### src/rtl/bode_consts.svh
// Register offsets, field positions, reset values and fixed addresses of the byte-op unit
`ifndef BODE_CONSTS_SVH
`define BODE_CONSTS_SVH
`define BODE_OFF_CTRL      8'h00
`define BODE_OFF_ACC       8'h04
`define BODE_OFF_STATUS    8'h08
`define BODE_OFF_BANK_SELECT 8'h0c
`define BODE_OFF_IDX       8'h10
`define BODE_OFF_PROD      8'h14
`define BODE_OFF_STATE     8'h18
`define BODE_CTRL_RUN      0
`define BODE_CTRL_EXT      1
`define BODE_CTRL_PSC      2
`define BODE_FLG_C         0
`define BODE_FLG_DIGIT_CARRY 1
`define BODE_FLG_Z         2
`define BODE_FLG_SIGNED_RANGE 3
`define BODE_FLG_N         4
`define BODE_CTRL_RST      3'h0
`define BODE_ACC_RST       8'h00
`define BODE_FLAGS_RST     5'h00
`define BODE_BANK_SELECT_RST 4'h0
`define BODE_IDX_RST       12'h000
`define BODE_WIN_HI_BANK   4'hf
`define BODE_WIN_LO_BANK   4'h0
`define BODE_IDX_LIMIT     8'h5f
`define BODE_PORT_ADDR     12'hf80
`define BODE_TMR_ADDR      12'hfd6
`define BODE_MOVE_HI       4'hc
`define BODE_SECOND_HI     4'hf
`define BODE_LAST_Q        2'h3
`endif

### src/rtl/bode_pkg.sv
// Types of the byte-op decode and execute unit
package bode_pkg;
  typedef enum logic [2:0] {
    S_FETCH     = 3'b000,
    S_EXEC      = 3'b001,
    S_NOP       = 3'b010,
    S_MOVE_WAIT = 3'b011,
    S_MOVE_WR   = 3'b100
  } bode_state_t;

  typedef enum logic [5:0] {
    OP_MUL_GRP   = 6'b000000,
    OP_DEC       = 6'b000001,
    OP_LIT_GRP   = 6'b000010,
    OP_IOR       = 6'b000100,
    OP_AND       = 6'b000101,
    OP_XOR       = 6'b000110,
    OP_COMP      = 6'b000111,
    OP_ADDC      = 6'b001000,
    OP_ADD       = 6'b001001,
    OP_INC       = 6'b001010,
    OP_DEC_SZ    = 6'b001011,
    OP_RR_C      = 6'b001100,
    OP_RL_C      = 6'b001101,
    OP_SWAP      = 6'b001110,
    OP_INC_SZ    = 6'b001111,
    OP_RR_PLAIN  = 6'b010000,
    OP_RL_PLAIN  = 6'b010001,
    OP_INC_SNZ   = 6'b010010,
    OP_DEC_SNZ   = 6'b010011,
    OP_COPY      = 6'b010100,
    OP_AMF_B     = 6'b010101,
    OP_FMA_B     = 6'b010110,
    OP_FMA       = 6'b010111,
    OP_CMP_A     = 6'b011000,
    OP_CMP_B     = 6'b011001,
    OP_FILL_GRP  = 6'b011010,
    OP_NEG_GRP   = 6'b011011
  } bode_op_t;

  typedef struct packed {
    bode_state_t st;
    logic [1:0]  q;
    logic [15:0] ir;
    logic [7:0]  acc;
    logic [4:0]  flags;
    logic [3:0]  bank_select_register;
    logic [2:0]  ctrl;
    logic [11:0] idx;
    logic [15:0] prod;
    logic [11:0] addr;
    logic [11:0] dst;
    logic [7:0]  opnd;
    logic [7:0]  res;
    logic [4:0]  rflags;
    logic        cond;
    logic [1:0]  skip;
    logic [7:0]  wdata;
    logic        we;
    logic        psc_clr;
    logic [31:0] prdata;
  } bode_regs_t;
endpackage : bode_pkg

### src/rtl/bode_core.sv
// Byte-oriented instruction decode and execute unit with APB control registers
`timescale 1ns/1ps
`include "bode_consts.svh"

// Notes on behaviour
// - Add with carry sums accumulator, file byte, carry; updates all five status flags.
// - Destination bit 0 writes accumulator; 1 writes back to the file byte.
// - Bank bit 0 uses the fixed window; 1 takes upper bits from bank select.
// - Bank bit 0 with extended set and address up to 95 uses indexed offset.
// - Compare-skip on equal, greater, less versus accumulator; no flags changed.
// - A true test or changed flow costs a second, empty instruction cycle.
// - A lone second word runs as no-operation; the first word consumes it.
// - File-to-file move: two words, two cycles, twelve-bit addresses, no flags.
// - Read-modify of the port register reads the pin levels, not the latch.
// - Writing the timer zero count clears its prescaler when assigned.
// - Decrement-skip writes destination, skips on zero or nonzero; no flags.
// - Increment-skip writes destination, skips on zero or nonzero; no flags.
// - Rotates through carry use carry as ninth bit; update C, Z, N.
// - Plain rotates circulate eight bits; update only Z and N.
// - OR, XOR and AND with accumulator update only Z and N.
// - Subtract with borrow, either order; updates all five status flags.
// - Multiply accumulator by file byte in one cycle; no flags changed.
// - Literal minus accumulator in two's complement; carry set when not negative.
module bode_core (
  input  wire logic        pclk,
  input  wire logic        presetn,
  input  wire logic        psel,
  input  wire logic        penable,
  input  wire logic        pwrite,
  input  wire logic [7:0]  paddr,
  input  wire logic [31:0] pwdata,
  output logic      [31:0] prdata,
  output logic             pready,
  output logic             pslverr,
  input  wire logic [15:0] instr_word,
  input  wire logic        instr_valid,
  output logic             instr_ready,
  output logic      [11:0] mem_addr,
  output logic      [7:0]  mem_wdata,
  output logic             mem_we,
  input  wire logic [7:0]  mem_rdata,
  input  wire logic [7:0]  pin_levels,
  output logic             prescaler_clear
);

  bode_pkg::bode_regs_t r_ff;
  bode_pkg::bode_regs_t nxt_r;

  // Adder shared by add, subtract, increment, decrement and negate:
  // {overflow, digit carry, carry, sum}
  function automatic logic [10:0] add8(input logic [7:0] a, input logic [7:0] b,
                                       input logic cin);
    logic [8:0] s;
    logic [4:0] lo;
    logic       ovf;
    s   = {1'b0, a} + {1'b0, b} + {8'h00, cin};
    lo  = {1'b0, a[3:0]} + {1'b0, b[3:0]} + {4'h0, cin};
    ovf = (a[7] == b[7]) && (s[7] != a[7]);
    return {ovf, lo[4], s[8], s[7:0]};
  endfunction : add8

  // Effective data address from the file field and bank bit
  function automatic logic [11:0] eff_addr(input logic [15:0] w, input logic [3:0] bank_sel,
                                           input logic ext, input logic [11:0] idx);
    logic [11:0] ea;
    if (w[8])
      ea = {bank_sel, w[7:0]};
    else if (ext && (w[7:0] <= `BODE_IDX_LIMIT))
      ea = idx + {4'h0, w[7:0]};
    else if (w[7])
      ea = {`BODE_WIN_HI_BANK, w[7:0]};
    else
      ea = {`BODE_WIN_LO_BANK, w[7:0]};
    return ea;
  endfunction : eff_addr

  bode_pkg::bode_op_t op;
  logic        d_bit;
  logic [7:0]  f;
  logic [7:0]  w;
  logic [7:0]  k;
  logic        cy;
  logic [10:0] sum;
  logic [7:0]  dres;
  logic [4:0]  dflg;
  logic [4:0]  fmask;
  logic        to_acc;
  logic        to_file;
  logic        dcond;
  logic        is_mul;
  logic        is_move;
  logic        is_second;
  logic        apb_wr;
  logic        mapped;
  logic        fetch_take;

  assign op        = bode_pkg::bode_op_t'(r_ff.ir[15:10]);
  assign d_bit     = r_ff.ir[9];
  assign f         = r_ff.opnd;
  assign w         = r_ff.acc;
  assign k         = r_ff.ir[7:0];
  assign cy        = r_ff.flags[`BODE_FLG_C];
  assign is_move   = (r_ff.ir[15:12] == `BODE_MOVE_HI);
  assign is_second = (r_ff.ir[15:12] == `BODE_SECOND_HI);

  // Operation decode: result, new flags, flag mask, destination and skip test
  always_comb
  begin
    sum     = 11'h000;
    dres    = 8'h00;
    fmask   = 5'h00;
    to_acc  = 1'b0;
    to_file = 1'b0;
    dcond   = 1'b0;
    is_mul  = 1'b0;
    dflg    = 5'h00;
    unique case (op)
      bode_pkg::OP_MUL_GRP:  is_mul = d_bit;
      bode_pkg::OP_DEC:      begin sum = add8(f, 8'hfe, 1'b1); fmask = 5'h1f; end
      bode_pkg::OP_LIT_GRP:
      begin
        if (r_ff.ir[9:8] == 2'b00)
        begin
          sum    = add8(k, ~w, 1'b1);
          fmask  = 5'h1f;
          to_acc = 1'b1;
        end
        else if (r_ff.ir[9:8] == 2'b11)
        begin
          dres   = w & k;
          fmask  = 5'h14;
          to_acc = 1'b1;
        end
      end
      bode_pkg::OP_IOR:      begin dres = w | f; fmask = 5'h14; end
      bode_pkg::OP_AND:      begin dres = w & f; fmask = 5'h14; end
      bode_pkg::OP_XOR:      begin dres = w ^ f; fmask = 5'h14; end
      bode_pkg::OP_COMP:     begin dres = ~f; fmask = 5'h14; end
      bode_pkg::OP_ADDC:     begin sum = add8(w, f, cy); fmask = 5'h1f; end
      bode_pkg::OP_ADD:      begin sum = add8(w, f, 1'b0); fmask = 5'h1f; end
      bode_pkg::OP_INC:      begin sum = add8(f, 8'h01, 1'b0); fmask = 5'h1f; end
      bode_pkg::OP_DEC_SZ:   sum = add8(f, 8'hfe, 1'b1);
      bode_pkg::OP_DEC_SNZ:  sum = add8(f, 8'hfe, 1'b1);
      bode_pkg::OP_INC_SZ:   sum = add8(f, 8'h01, 1'b0);
      bode_pkg::OP_INC_SNZ:  sum = add8(f, 8'h01, 1'b0);
      bode_pkg::OP_RR_C:
      begin
        dres = {cy, f[7:1]};
        dflg[`BODE_FLG_C] = f[0];
        fmask = 5'h15;
      end
      bode_pkg::OP_RL_C:
      begin
        dres = {f[6:0], cy};
        dflg[`BODE_FLG_C] = f[7];
        fmask = 5'h15;
      end
      bode_pkg::OP_SWAP:     dres = {f[3:0], f[7:4]};
      bode_pkg::OP_RR_PLAIN: begin dres = {f[0], f[7:1]}; fmask = 5'h14; end
      bode_pkg::OP_RL_PLAIN: begin dres = {f[6:0], f[7]}; fmask = 5'h14; end
      bode_pkg::OP_COPY:     begin dres = f; fmask = 5'h14; end
      bode_pkg::OP_AMF_B:    begin sum = add8(w, ~f, cy); fmask = 5'h1f; end
      bode_pkg::OP_FMA_B:    begin sum = add8(f, ~w, cy); fmask = 5'h1f; end
      bode_pkg::OP_FMA:      begin sum = add8(f, ~w, 1'b1); fmask = 5'h1f; end
      bode_pkg::OP_CMP_A:    dcond = d_bit ? (f == w) : (f < w);
      bode_pkg::OP_CMP_B:    dcond = d_bit ? (f == 8'h00) : (f > w);
      bode_pkg::OP_FILL_GRP:
      begin
        to_file = 1'b1;
        dres    = d_bit ? 8'h00 : 8'hff;
        fmask   = d_bit ? 5'h04 : 5'h00;
        dflg[`BODE_FLG_Z] = d_bit;
      end
      bode_pkg::OP_NEG_GRP:
      begin
        to_file = 1'b1;
        if (d_bit)
          dres = w;
        else
        begin
          sum   = add8(8'h00, ~f, 1'b1);
          fmask = 5'h1f;
        end
      end
      default:               dres = 8'h00;
    endcase
    if (sum != 11'h000 || fmask == 5'h1f)
    begin
      dres = sum[7:0];
      dflg[`BODE_FLG_C]  = sum[8];
      dflg[`BODE_FLG_DIGIT_CARRY]  = sum[9];
      dflg[`BODE_FLG_SIGNED_RANGE] = sum[10];
    end
    dflg[`BODE_FLG_Z] = dflg[`BODE_FLG_Z] | (dres == 8'h00);
    dflg[`BODE_FLG_N] = dres[7];
    if (op == bode_pkg::OP_DEC_SZ || op == bode_pkg::OP_INC_SZ)
      dcond = (dres == 8'h00);
    if (op == bode_pkg::OP_DEC_SNZ || op == bode_pkg::OP_INC_SNZ)
      dcond = (dres != 8'h00);
    // Swap leaves no flag or sum trace, so a zero result must still be routed
    if (!to_file && !to_acc
        && (fmask != 5'h00 || sum != 11'h000 || dres != 8'h00 || op == bode_pkg::OP_SWAP)
        && op != bode_pkg::OP_CMP_A && op != bode_pkg::OP_CMP_B && op != bode_pkg::OP_MUL_GRP)
    begin
      to_acc  = !d_bit;
      to_file = d_bit;
    end
    if (op == bode_pkg::OP_MUL_GRP || op == bode_pkg::OP_CMP_A || op == bode_pkg::OP_CMP_B
        || r_ff.ir[15:14] != 2'b00 && r_ff.ir[15:13] != 3'b010 && r_ff.ir[15:12] != 4'h6)
    begin
      to_acc  = 1'b0;
      to_file = 1'b0;
      fmask   = 5'h00;
    end
  end

  assign instr_ready = ((r_ff.st == bode_pkg::S_FETCH) || (r_ff.st == bode_pkg::S_MOVE_WAIT))
                       && r_ff.ctrl[`BODE_CTRL_RUN];
  assign fetch_take  = instr_ready && instr_valid;
  assign apb_wr      = psel && penable && pwrite;
  assign mapped      = (paddr == `BODE_OFF_CTRL) || (paddr == `BODE_OFF_ACC) ||
                       (paddr == `BODE_OFF_STATUS) || (paddr == `BODE_OFF_BANK_SELECT) ||
                       (paddr == `BODE_OFF_IDX) || (paddr == `BODE_OFF_PROD) ||
                       (paddr == `BODE_OFF_STATE);

  always_comb
  begin
    nxt_r         = r_ff;
    nxt_r.we      = 1'b0;
    nxt_r.psc_clr = 1'b0;
    // Software writes first, so a same-cycle update by the core wins
    if (apb_wr)
    begin
      unique case (paddr)
        `BODE_OFF_CTRL:   nxt_r.ctrl  = pwdata[2:0];
        `BODE_OFF_ACC:    nxt_r.acc   = pwdata[7:0];
        `BODE_OFF_STATUS: nxt_r.flags = pwdata[4:0];
        `BODE_OFF_BANK_SELECT: nxt_r.bank_select_register = pwdata[3:0];
        `BODE_OFF_IDX:    nxt_r.idx   = pwdata[11:0];
        default:          nxt_r.ctrl  = nxt_r.ctrl;
      endcase
    end
    if (psel && !penable)
    begin
      unique case (paddr)
        `BODE_OFF_CTRL:   nxt_r.prdata = {29'h0, r_ff.ctrl};
        `BODE_OFF_ACC:    nxt_r.prdata = {24'h0, r_ff.acc};
        `BODE_OFF_STATUS: nxt_r.prdata = {27'h0, r_ff.flags};
        `BODE_OFF_BANK_SELECT: nxt_r.prdata = {28'h0, r_ff.bank_select_register};
        `BODE_OFF_IDX:    nxt_r.prdata = {20'h0, r_ff.idx};
        `BODE_OFF_PROD:   nxt_r.prdata = {16'h0, r_ff.prod};
        `BODE_OFF_STATE:  nxt_r.prdata = {11'h0, r_ff.skip, r_ff.st, r_ff.ir};
        default:          nxt_r.prdata = 32'h0;
      endcase
    end
    unique case (r_ff.st)
      bode_pkg::S_FETCH:
      begin
        nxt_r.q = 2'h0;
        if (fetch_take)
        begin
          nxt_r.ir = instr_word;
          if (r_ff.skip != 2'h0)
          begin
            // Discarded word; a skipped move also drags its second word along
            nxt_r.st   = bode_pkg::S_NOP;
            nxt_r.skip = (instr_word[15:12] == `BODE_MOVE_HI) ? 2'h1 : 2'h0;
          end
          else if (instr_word[15:12] == `BODE_SECOND_HI)
            nxt_r.st = bode_pkg::S_NOP;
          else
            nxt_r.st = bode_pkg::S_EXEC;
        end
      end
      bode_pkg::S_NOP:
      begin
        nxt_r.q = r_ff.q + 2'h1;
        if (r_ff.q == `BODE_LAST_Q)
          nxt_r.st = bode_pkg::S_FETCH;
      end
      bode_pkg::S_EXEC:
      begin
        nxt_r.q = r_ff.q + 2'h1;
        unique case (r_ff.q)
          2'h0:
            nxt_r.addr = is_move ? r_ff.ir[11:0]
                       : eff_addr(r_ff.ir, r_ff.bank_select_register,
                                  r_ff.ctrl[`BODE_CTRL_EXT], r_ff.idx);
          2'h1:
            nxt_r.opnd = (r_ff.addr == `BODE_PORT_ADDR) ? pin_levels : mem_rdata;
          2'h2:
          begin
            nxt_r.res    = dres;
            nxt_r.rflags = (r_ff.flags & ~fmask) | (dflg & fmask);
            nxt_r.cond   = dcond;
          end
          default:
          begin
            if (is_move)
              nxt_r.st = bode_pkg::S_MOVE_WAIT;
            else
              nxt_r.st = bode_pkg::S_FETCH;
            if (is_mul)
              nxt_r.prod = {8'h00, w} * {8'h00, f};
            nxt_r.flags = r_ff.rflags;
            if (to_acc)
              nxt_r.acc = r_ff.res;
            if (to_file)
            begin
              nxt_r.we    = 1'b1;
              nxt_r.wdata = r_ff.res;
              nxt_r.psc_clr = (r_ff.addr == `BODE_TMR_ADDR) && r_ff.ctrl[`BODE_CTRL_PSC];
            end
            if (r_ff.cond)
              nxt_r.skip = 2'h1;
          end
        endcase
      end
      bode_pkg::S_MOVE_WAIT:
      begin
        nxt_r.q = 2'h0;
        if (fetch_take)
        begin
          nxt_r.dst = instr_word[11:0];
          nxt_r.st  = bode_pkg::S_MOVE_WR;
        end
      end
      bode_pkg::S_MOVE_WR:
      begin
        nxt_r.q = r_ff.q + 2'h1;
        if (r_ff.q == 2'h0)
          nxt_r.addr = r_ff.dst;
        if (r_ff.q == `BODE_LAST_Q)
        begin
          nxt_r.st      = bode_pkg::S_FETCH;
          nxt_r.we      = 1'b1;
          nxt_r.wdata   = r_ff.opnd;
          nxt_r.psc_clr = (r_ff.dst == `BODE_TMR_ADDR) && r_ff.ctrl[`BODE_CTRL_PSC];
        end
      end
      default:
        nxt_r.st = bode_pkg::S_FETCH;
    endcase
  end

  always_ff @(posedge pclk or negedge presetn)
  begin
    if (!presetn)
    begin
      r_ff        <= '0;
      r_ff.st     <= bode_pkg::S_FETCH;
      r_ff.ctrl   <= `BODE_CTRL_RST;
      r_ff.acc    <= `BODE_ACC_RST;
      r_ff.flags  <= `BODE_FLAGS_RST;
      r_ff.bank_select_register <= `BODE_BANK_SELECT_RST;
      r_ff.idx    <= `BODE_IDX_RST;
    end
    else
      r_ff <= nxt_r;
  end

  assign prdata          = r_ff.prdata;
  assign pready          = 1'b1;
  assign pslverr         = psel && penable && !mapped;
  assign mem_addr        = r_ff.addr;
  assign mem_wdata       = r_ff.wdata;
  assign mem_we          = r_ff.we;
  assign prescaler_clear = r_ff.psc_clr;

endmodule : bode_core

### config.mk
export PLATFORM = sky130hd
export DESIGN_NAME = bode_core
export DESIGN_NICKNAME = d
export VERILOG_FILES = /design/src/rtl/bode_pkg.sv /design/src/rtl/bode_core.sv
export VERILOG_INCLUDE_DIRS = /design/src /design/src/rtl
export SDC_FILE = /design/constraint.sdc
export NUM_CORES = 1
export LEC_CHECK = 0
export ABC_CLOCK_PERIOD_IN_PS = 5100
export CORE_UTILIZATION = 50
export DETAILED_ROUTE_END_ITERATION = 12
export DONT_BUFFER_PORTS = 1
export PLACE_DENSITY = 0.75
export SYNTH_ARGS = -nofsm -noshare
export SYNTH_HDL_FRONTEND = slang
export SYNTH_SLANG_ARGS = --single-unit
### constraint.sdc
create_clock -name pclk -period 5.1 [get_ports pclk]
set_clock_uncertainty 0.1 [all_clocks]
set_input_delay 0.51 -clock pclk [delete_from_list [all_inputs] [get_ports pclk]]
set_output_delay 0.51 -clock pclk [all_outputs]
set_load 0.02 [all_outputs]
==> Word level (Yosys, flattened, before mapping) <==
Index checks and enable logic that the tools add are counted.
{ "word_totals": {"ff_bits": 159, "inputBits": 78, "output_inout_bits": 57} }
{ "classes": {"n_addsub": 28, "multipliers": 1, "magnitude_cmp": 3, "n_eq_ne": 74, "muxes": 69, "bitwise": 14, "reduce_logical": 84} }
{ "ops": {"columns": ["operator", "count"], "rows": [
  ["$pmux W21 S7", 1],
  ["$pmux W8 S13", 1],
  ["$pmux W11 S9", 1],
  ["$mux W12", 8],
  ["$eq A6 B5 Y1 const B", 12],
  ["$mux W8", 8],
  ["$eq A6 B4 Y1 const B", 8],
  ["$add A8 B8 Y9", 4],
  ["$eq A12 B12 Y1 const B", 3],
  ["$mux W32", 1],
  ["$pmux W5 S6", 1],
  ["$add A9 B1 Y9", 3],
  ["$add A9 B1 Y9 const B", 3],
  ["$mux W13", 2],
  ["$logic_and A1 B1 Y1", 25],
  ["$mux W5", 5],
  ["$eq A6 B3 Y1 const B", 4],
  ["$eq A8 B5 Y1 const B", 3],
  ["$logic_not A8 Y1", 3],
  ["$pmux W12 S2", 1],
  ["$mux W11", 2],
  ["$mux W3", 7],
  ["$add A4 B4 Y5", 4],
  ["$mux W10", 2],
  ["64 further kinds", 161]
]} }

==> Longest topological paths before layout <==
{ "depth": {"depth_word": 22, "mapped_depth": 23, "depth_no_buf": 22} }

==> Worst setup path before layout <==
Ideal clock, no wire load.
{ "synth_path": {"kind": "reg2reg", "startpoint": "register r_ff (netlist bit f[6])", "endpoint": "register r_ff[105] (netlist name)", "setup_time_ps": 137, "t_arrival_ps": 4534, "required_ps": 4863, "path_slack_ps": 329, "stages_incl_launch_ff": 19, "n_path_buf": 2, "path_cell_list": "dfrtp_1 clkbuf_1 clkbuf_1 nand2_1 fa_1 fa_1 inv_1 fa_1 fa_1 ha_1 a21boi_0 o21ai_0 nand2b_1 a21o_1 nand2_1 a21oi_1 o41ai_1 xnor2_1 o21ai_0"} }
{ "synth_via": {"elab_chain_cells": 1} }
{ "synth_lines": {"columns": ["element", "line_no", "source"], "rows": [
  ["from (decl)", "bode_core.sv:46", "bode_pkg::bode_regs_t r_ff;"],
  ["from (signal assigned)", "bode_core.sv:359", "r_ff <= nxt_r;"],
  ["$mul A8 B8 Y16", "bode_core.sv:304", "nxt_r.prod = {8'h00, w} * {8'h00, f};"]
]} }
Every way passes these cells.
A chain may end at the register's enable or synchronous reset.

==> Final worst setup path <==
{ "layout_path": {"startpoint": "register r_ff (netlist bit f[4])", "endpoint": "register r_ff (netlist bit mem_wdata[2])"} }
{ "layout_via": {"elab_chain_cells": 20, "elab_cells_between_ends": 48, "classes_between": "add/sub: 11; eq/ne: 8; mux: 6; bitwise: 4; reduce/logical: 19"} }
{ "layout_lines": {"columns": ["element", "line_no", "source"], "rows": [
  ["$not A8 Y8", "bode_core.sv:138, bode_core.sv:162, bode_core.sv:181", null],
  ["$add A8 B8 Y9", "bode_core.sv:56", "s = {1'b0, a} + {1'b0, b} + {8'h00, cin};"],
  ["$add A9 B1 Y9", "bode_core.sv:56", null],
  ["$ne A1 B1 Y1", "bode_core.sv:58", "ovf = (a[7] == b[7]) && (s[7] != a[7]);"],
  ["$logic_and A1 B1 Y1", "bode_core.sv:58", null],
  ["$pmux W11 S9", "bode_core.sv:117", "unique case (op)"],
  ["$reduce_bool A11 Y1", "bode_core.sv:187, bode_core.sv:202", null],
  ["$logic_or A1 B1 Y1", "bode_core.sv:187", "if (sum != 11'h000 || fmask == 5'h1f)"],
  ["$mux W8", "bode_core.sv:187", null],
  ["$reduce_bool A8 Y1", "bode_core.sv:202", "&& (fmask != 5'h00 || sum != 11'h000 || dres != 8'h00 || op == bode_pkg::OP_SWAP)"],
  ["$logic_or A1 B1 Y1 * (2 in series)", "bode_core.sv:202", null],
  ["$logic_and A1 B1 Y1 *", "bode_core.sv:202", null],
  ["$logic_and A1 B1 Y1 * (3 in series)", "bode_core.sv:203", "&& op != bode_pkg::OP_CMP_A && op != bode_pkg::OP_CMP_B && op != bode_pkg::OP_MUL_GRP)"],
  ["$mux W1 *", "bode_core.sv:201", "if (!to_file && !to_acc"],
  ["$mux W1 *", "bode_core.sv:208", "if (op == bode_pkg::OP_MUL_GRP || op == bode_pkg::OP_CMP_A || op == bode_pkg::OP_CMP_B"],
  ["$ne A2 B2 Y1 (no source line) *", null, null],
  ["$reduce_and A4 Y1 (no source line) *", null, null]
]} }
Mark *: on every way between the ends. The rest lies on a longest branch, timed or not.

==> summary.md <==
| Metric | Value |
|---|---|
| Final #Nets | 1874 |
| Synthesis-to-layout area growth | 9.78% |
| Critical path class | flip-flop to flip-flop |
| Max_cap viols | 0 |
| Die W | 170 µm |
| Drt first-iter violations | 1570 |
| F_max | 202 MHz |
| Syn Area/Cell | 8.58 µm² |
| TritonRoute pass-1 iters | 6 |
| RSZ-0062 raised after global routing | yes |
| Final Cell Area | 0.0154 mm² |
| Top FF cell, synth | dfrtp_1 |
| Gr usage total | 35.6% |
| Filler instances | 2438 |
| WP data required | 5.31 ns |
| Starting Density | 51.5% |
| Rel. slew slack | 30.1% |
| Shortest period the worst path allows | 4.95 ns |
| Worst Hold Class | primary input to flip-flop |
| Post-DP HPWL | 39500 µm |
| CTS Buffer Depth | 2 |
| Yosys Warn Count | 0 |
| DIE HEIGHT | 170 µm |
| Largest net degree at the start of global routing | 148 |
| Post-synthesis sequential area ratio | 26.2% |
| Initial antenna violation count | 0 |
| Buffers and inverters on the worst path | 3 |
| Setup violators final | 0 |
| Fraction of registers with async set/reset | 100% |
| Gate Count Post-Synth | 1635 |
| Peak VDD IR | 0.240 mV |
| Synthesized cell area | 0.0140 mm² |
| Clk_lat worst skew | 0.43 ns |
| Multi-input gate area | 0.00928 mm² |
| Layout cells sized above 1 | 16.5% |
| Clock sink count | 147 |
| CP endpoint kind | flip-flop |
| Leak | 7.10 nW |
| Status | completed |
| Drt drc | 0 |
| DP Area | 0.0147 mm² |
| CP max stage delay | 0.50 ns |
| Core area | 0.0273 mm² |
| First-pass GRT wire length | 75800 µm |
| DRT antenna net count | 0 |
| Pwr dens | 445 mW/mm² |
| WL per Instance | 24.7 µm |
| Critical path fanouts, max | 10 |
| CP Cell Sequence | inv_1 > buf_4 > ha_1 > inv_1 > a311o_1 > a221oi_1 > nor4_1 > a21oi_1 > nand4_1 > or3_1 > nor4_4 > nand4_2 > o2bb2ai_2 > a221o_1 |
| Synth unique cells | 87 |
| Final hold violations | 0 |
| I/O pin cnt | 135 |
| EDFF count, synth | 0 |
| Detailed-route via count | 13.0k |
| Clk pin slew, worst setup/hold paths | 0.07 ns |
| Total gr overflow | 0 |
| Hold Slack | 0.0972 ns |
| Final cycle utilization of the critical path | 97.0% |
| H-Tree Depth | 4 |
| CTS tree | yes |
| Buffers on Ports | 0 |
| Die area | 0.0287 mm² |
| CTS buffer count | 17 |
| Total wire length | 50300 µm |
| Worst Setup Start Kind | flip-flop |
| Vias per inst | 6.37 |
| Vias in the first global route | 12.5k |
| CTS root buf | clkbuf_16 |
| Num rows | 60 |
| CP arrival | 5.16 ns |
| Worst slew pin tran | 1.04 ns |
| Register Area | 0.00368 mm² |
| Slowest-stage cell, CP | dfrtp_1 |
| Pins Over Slew Limit | 0 |
| Cell repeated most along the worst path | inv_1 |
| GP Congestion | 1.03 |
| Cell family with most CP delay | compound AO/OA/AOI/OAI gates |
| Synthesized flop and latch total | 147 |
registers in the layout, indices dropped and copies added, names as in the netlist, 6 cells and up:
name       cells
f              8
w              8
prdata        21
k              8
mem_addr      12
r_ff          72
op             6
mem_wdata      8
power by group:
part           internal, W  leakage, nW  switching, W  total (W)
combinational      0.00162         4.90       0.00246    0.00408
clock             0.000747        0.287      0.000520    0.00127
sequential         0.00127         1.91      0.000229    0.00150
metrics by stage:
| step | setup slack, ns | total power [W] | utilization (%) | TNS [ns] | instances |
|---|---|---|---|---|---|
| 6_report | 0.152 | 0.00685 | 56.5 | 0 | 2034 |
| 5_1_grt | -0.0249 | 0.00718 | 56.5 | -0.0249 | 2031 |
| 4_1_cts | 0.0639 | 0.00673 | 56.4 | 0 | 2030 |
| 3_5_place_dp | 0.0969 | 0.00543 | 54.1 | 0 | 1997 |
| 3_3_place_gp | 0.170 | 0.00542 | 54.1 | 0 | 1997 |
| 2_1_floorplan | 0.329 | 0.00388 | - | 0 | 1645 |
cells by family (layout without fill, tap and decap cells):
kind of cell | Yosys count | after routing | share of synthesized area, %
XOR/XNOR | 70 | 70 | 4.42
buffers and inverters | 244 | 258 | 8.11
multiplexers | 114 | 114 | 9.06
flip-flops | 147 | 147 | 26.2
AND/OR/NAND/NOR | 535 | 535 | 18.8
adder cells (fa/ha/maj) | 150 | 150 | 15.6
AO/OA/AOI/OAI | 373 | 373 | 17.8
other | 2 | 15 | 0.0535
repair_timing:
item                                    4_1_cts  5_1_grt
endpoints found under the setup margin        0       16
buffers inserted                              0        0
hold endpoints to repair                    147        2
hold buffers                                  1        1
gates resized for setup                       0       11
cells in the mapped netlist (all sizes together) (12+ instances only):
cell    number  area (µm²)
nor3        33         165
nand3       29         145
nor2       157         589
a22oi       20         150
xor2        18         158
dfrtp      147        3680
a211oi      13        97.6
nand4       15         100
clkbuf      78         293
mux2i       40         400
mux2        72         826
o31ai       14         105
fa          42         841
ha         108        1350
nor2b       18         113
a21o        13        97.6
nand2      162         611
a21oi       77         385
o21ai      106         534
and3        18         118
a221oi      14         123
inv         89         334
buf         71         488
o211ai      12        90.1
nand2b      15        93.8
xnor2       52         463
nor4        12        90.1
layer usage:
| metal | vias up | global-route usage, % | wire length [µm] |
|---|---|---|---|
| met1 | 6321 | 47.1 | 20500 |
| li1 | 5760 | - | - |
| met3 | 133 | 10.5 | 5480 |
| met2 | 740 | 54.4 | 22200 |
| met5 | - | 0 | 0 |
| met4 | 0 | 14.4 | 2220 |
worst paths after layout:
path	start	end	slack, ns	depth (start not counted)
min	instr_word[13]	op[3]$_DFFE_PN0P_	0.1	2
max reg2reg	f[4]$_DFFE_PN0P_	mem_wdata[2]$_DFFE_PN0P_	0.15	14
max	f[4]$_DFFE_PN0P_	mem_wdata[2]$_DFFE_PN0P_	0.15	14
min reg2reg	r_ff[48]$_DFFE_PN0P_	r_ff[128]$_DFF_PN0_	0.38	2
max in group asynchronous	presetn	f[0]$_DFFE_PN0P_	3.60	2
min in group asynchronous	presetn	op[2]$_DFFE_PN0P_	0.57	2
placed cells by master (no fill, tap or decap), drive strengths merged, types with 7 or more instances in the layout:
| cell | Yosys | layout |
|---|---|---|
| o21a | 7 | 7 |
| ha | 108 | 108 |
| or2 | 9 | 9 |
| nand2 | 162 | 162 |
| xor2 | 18 | 18 |
| nand3 | 29 | 29 |
| a21o | 13 | 13 |
| mux2i | 40 | 40 |
| nand4 | 15 | 15 |
| a221o | 11 | 11 |
| a22oi | 20 | 20 |
| a31oi | 8 | 8 |
| nand2b | 15 | 15 |
| or3 | 9 | 9 |
| fa | 42 | 42 |
| and3 | 18 | 18 |
| o31ai | 14 | 14 |
| xnor2 | 52 | 52 |
| dfrtp | 147 | 147 |
| a22o | 7 | 7 |
| inv | 89 | 91 |
| buf | 71 | 130 |
| clkinv | 6 | 12 |
| a21oi | 77 | 77 |
| a222oi | 7 | 7 |
| and2 | 10 | 10 |
| conb | 2 | 12 |
| clkbuf | 78 | 20 |
| o22ai | 10 | 10 |
| mux2 | 72 | 72 |
| nor4 | 12 | 12 |
| a211oi | 13 | 13 |
| nor2 | 157 | 157 |
| a221oi | 14 | 14 |
| o21ai | 106 | 106 |
| o211ai | 12 | 12 |
| nor3 | 33 | 33 |
| nor2b | 18 | 18 |
worst reg2reg max path, stage by stage (launching register included):
cell       delay, ns
dfrtp_1         0.50
inv_1           0.17
buf_4           0.23
ha_1            0.48
inv_1           0.10
a311o_1         0.39
a221oi_1        0.42
nor4_1          0.10
a21oi_1         0.28
nand4_1         0.32
or3_1           0.48
nor4_4          0.36
nand4_2         0.18
o2bb2ai_2       0.30
a221o_1         0.41
final cells by class:
type | instances | share of cell area [%]
clock buffers | 20 | 2.96
repair buffers | 131 | 6.69
diodes | 3 | 0.0487
well taps | 372 | 3.02
clock inverters | 12 | 0.845
multi-input cells | 1254 | 60.2
inverters | 95 | 2.32
flip-flops and latches | 147 | 23.9
Power figures use the tool's default switching activity.
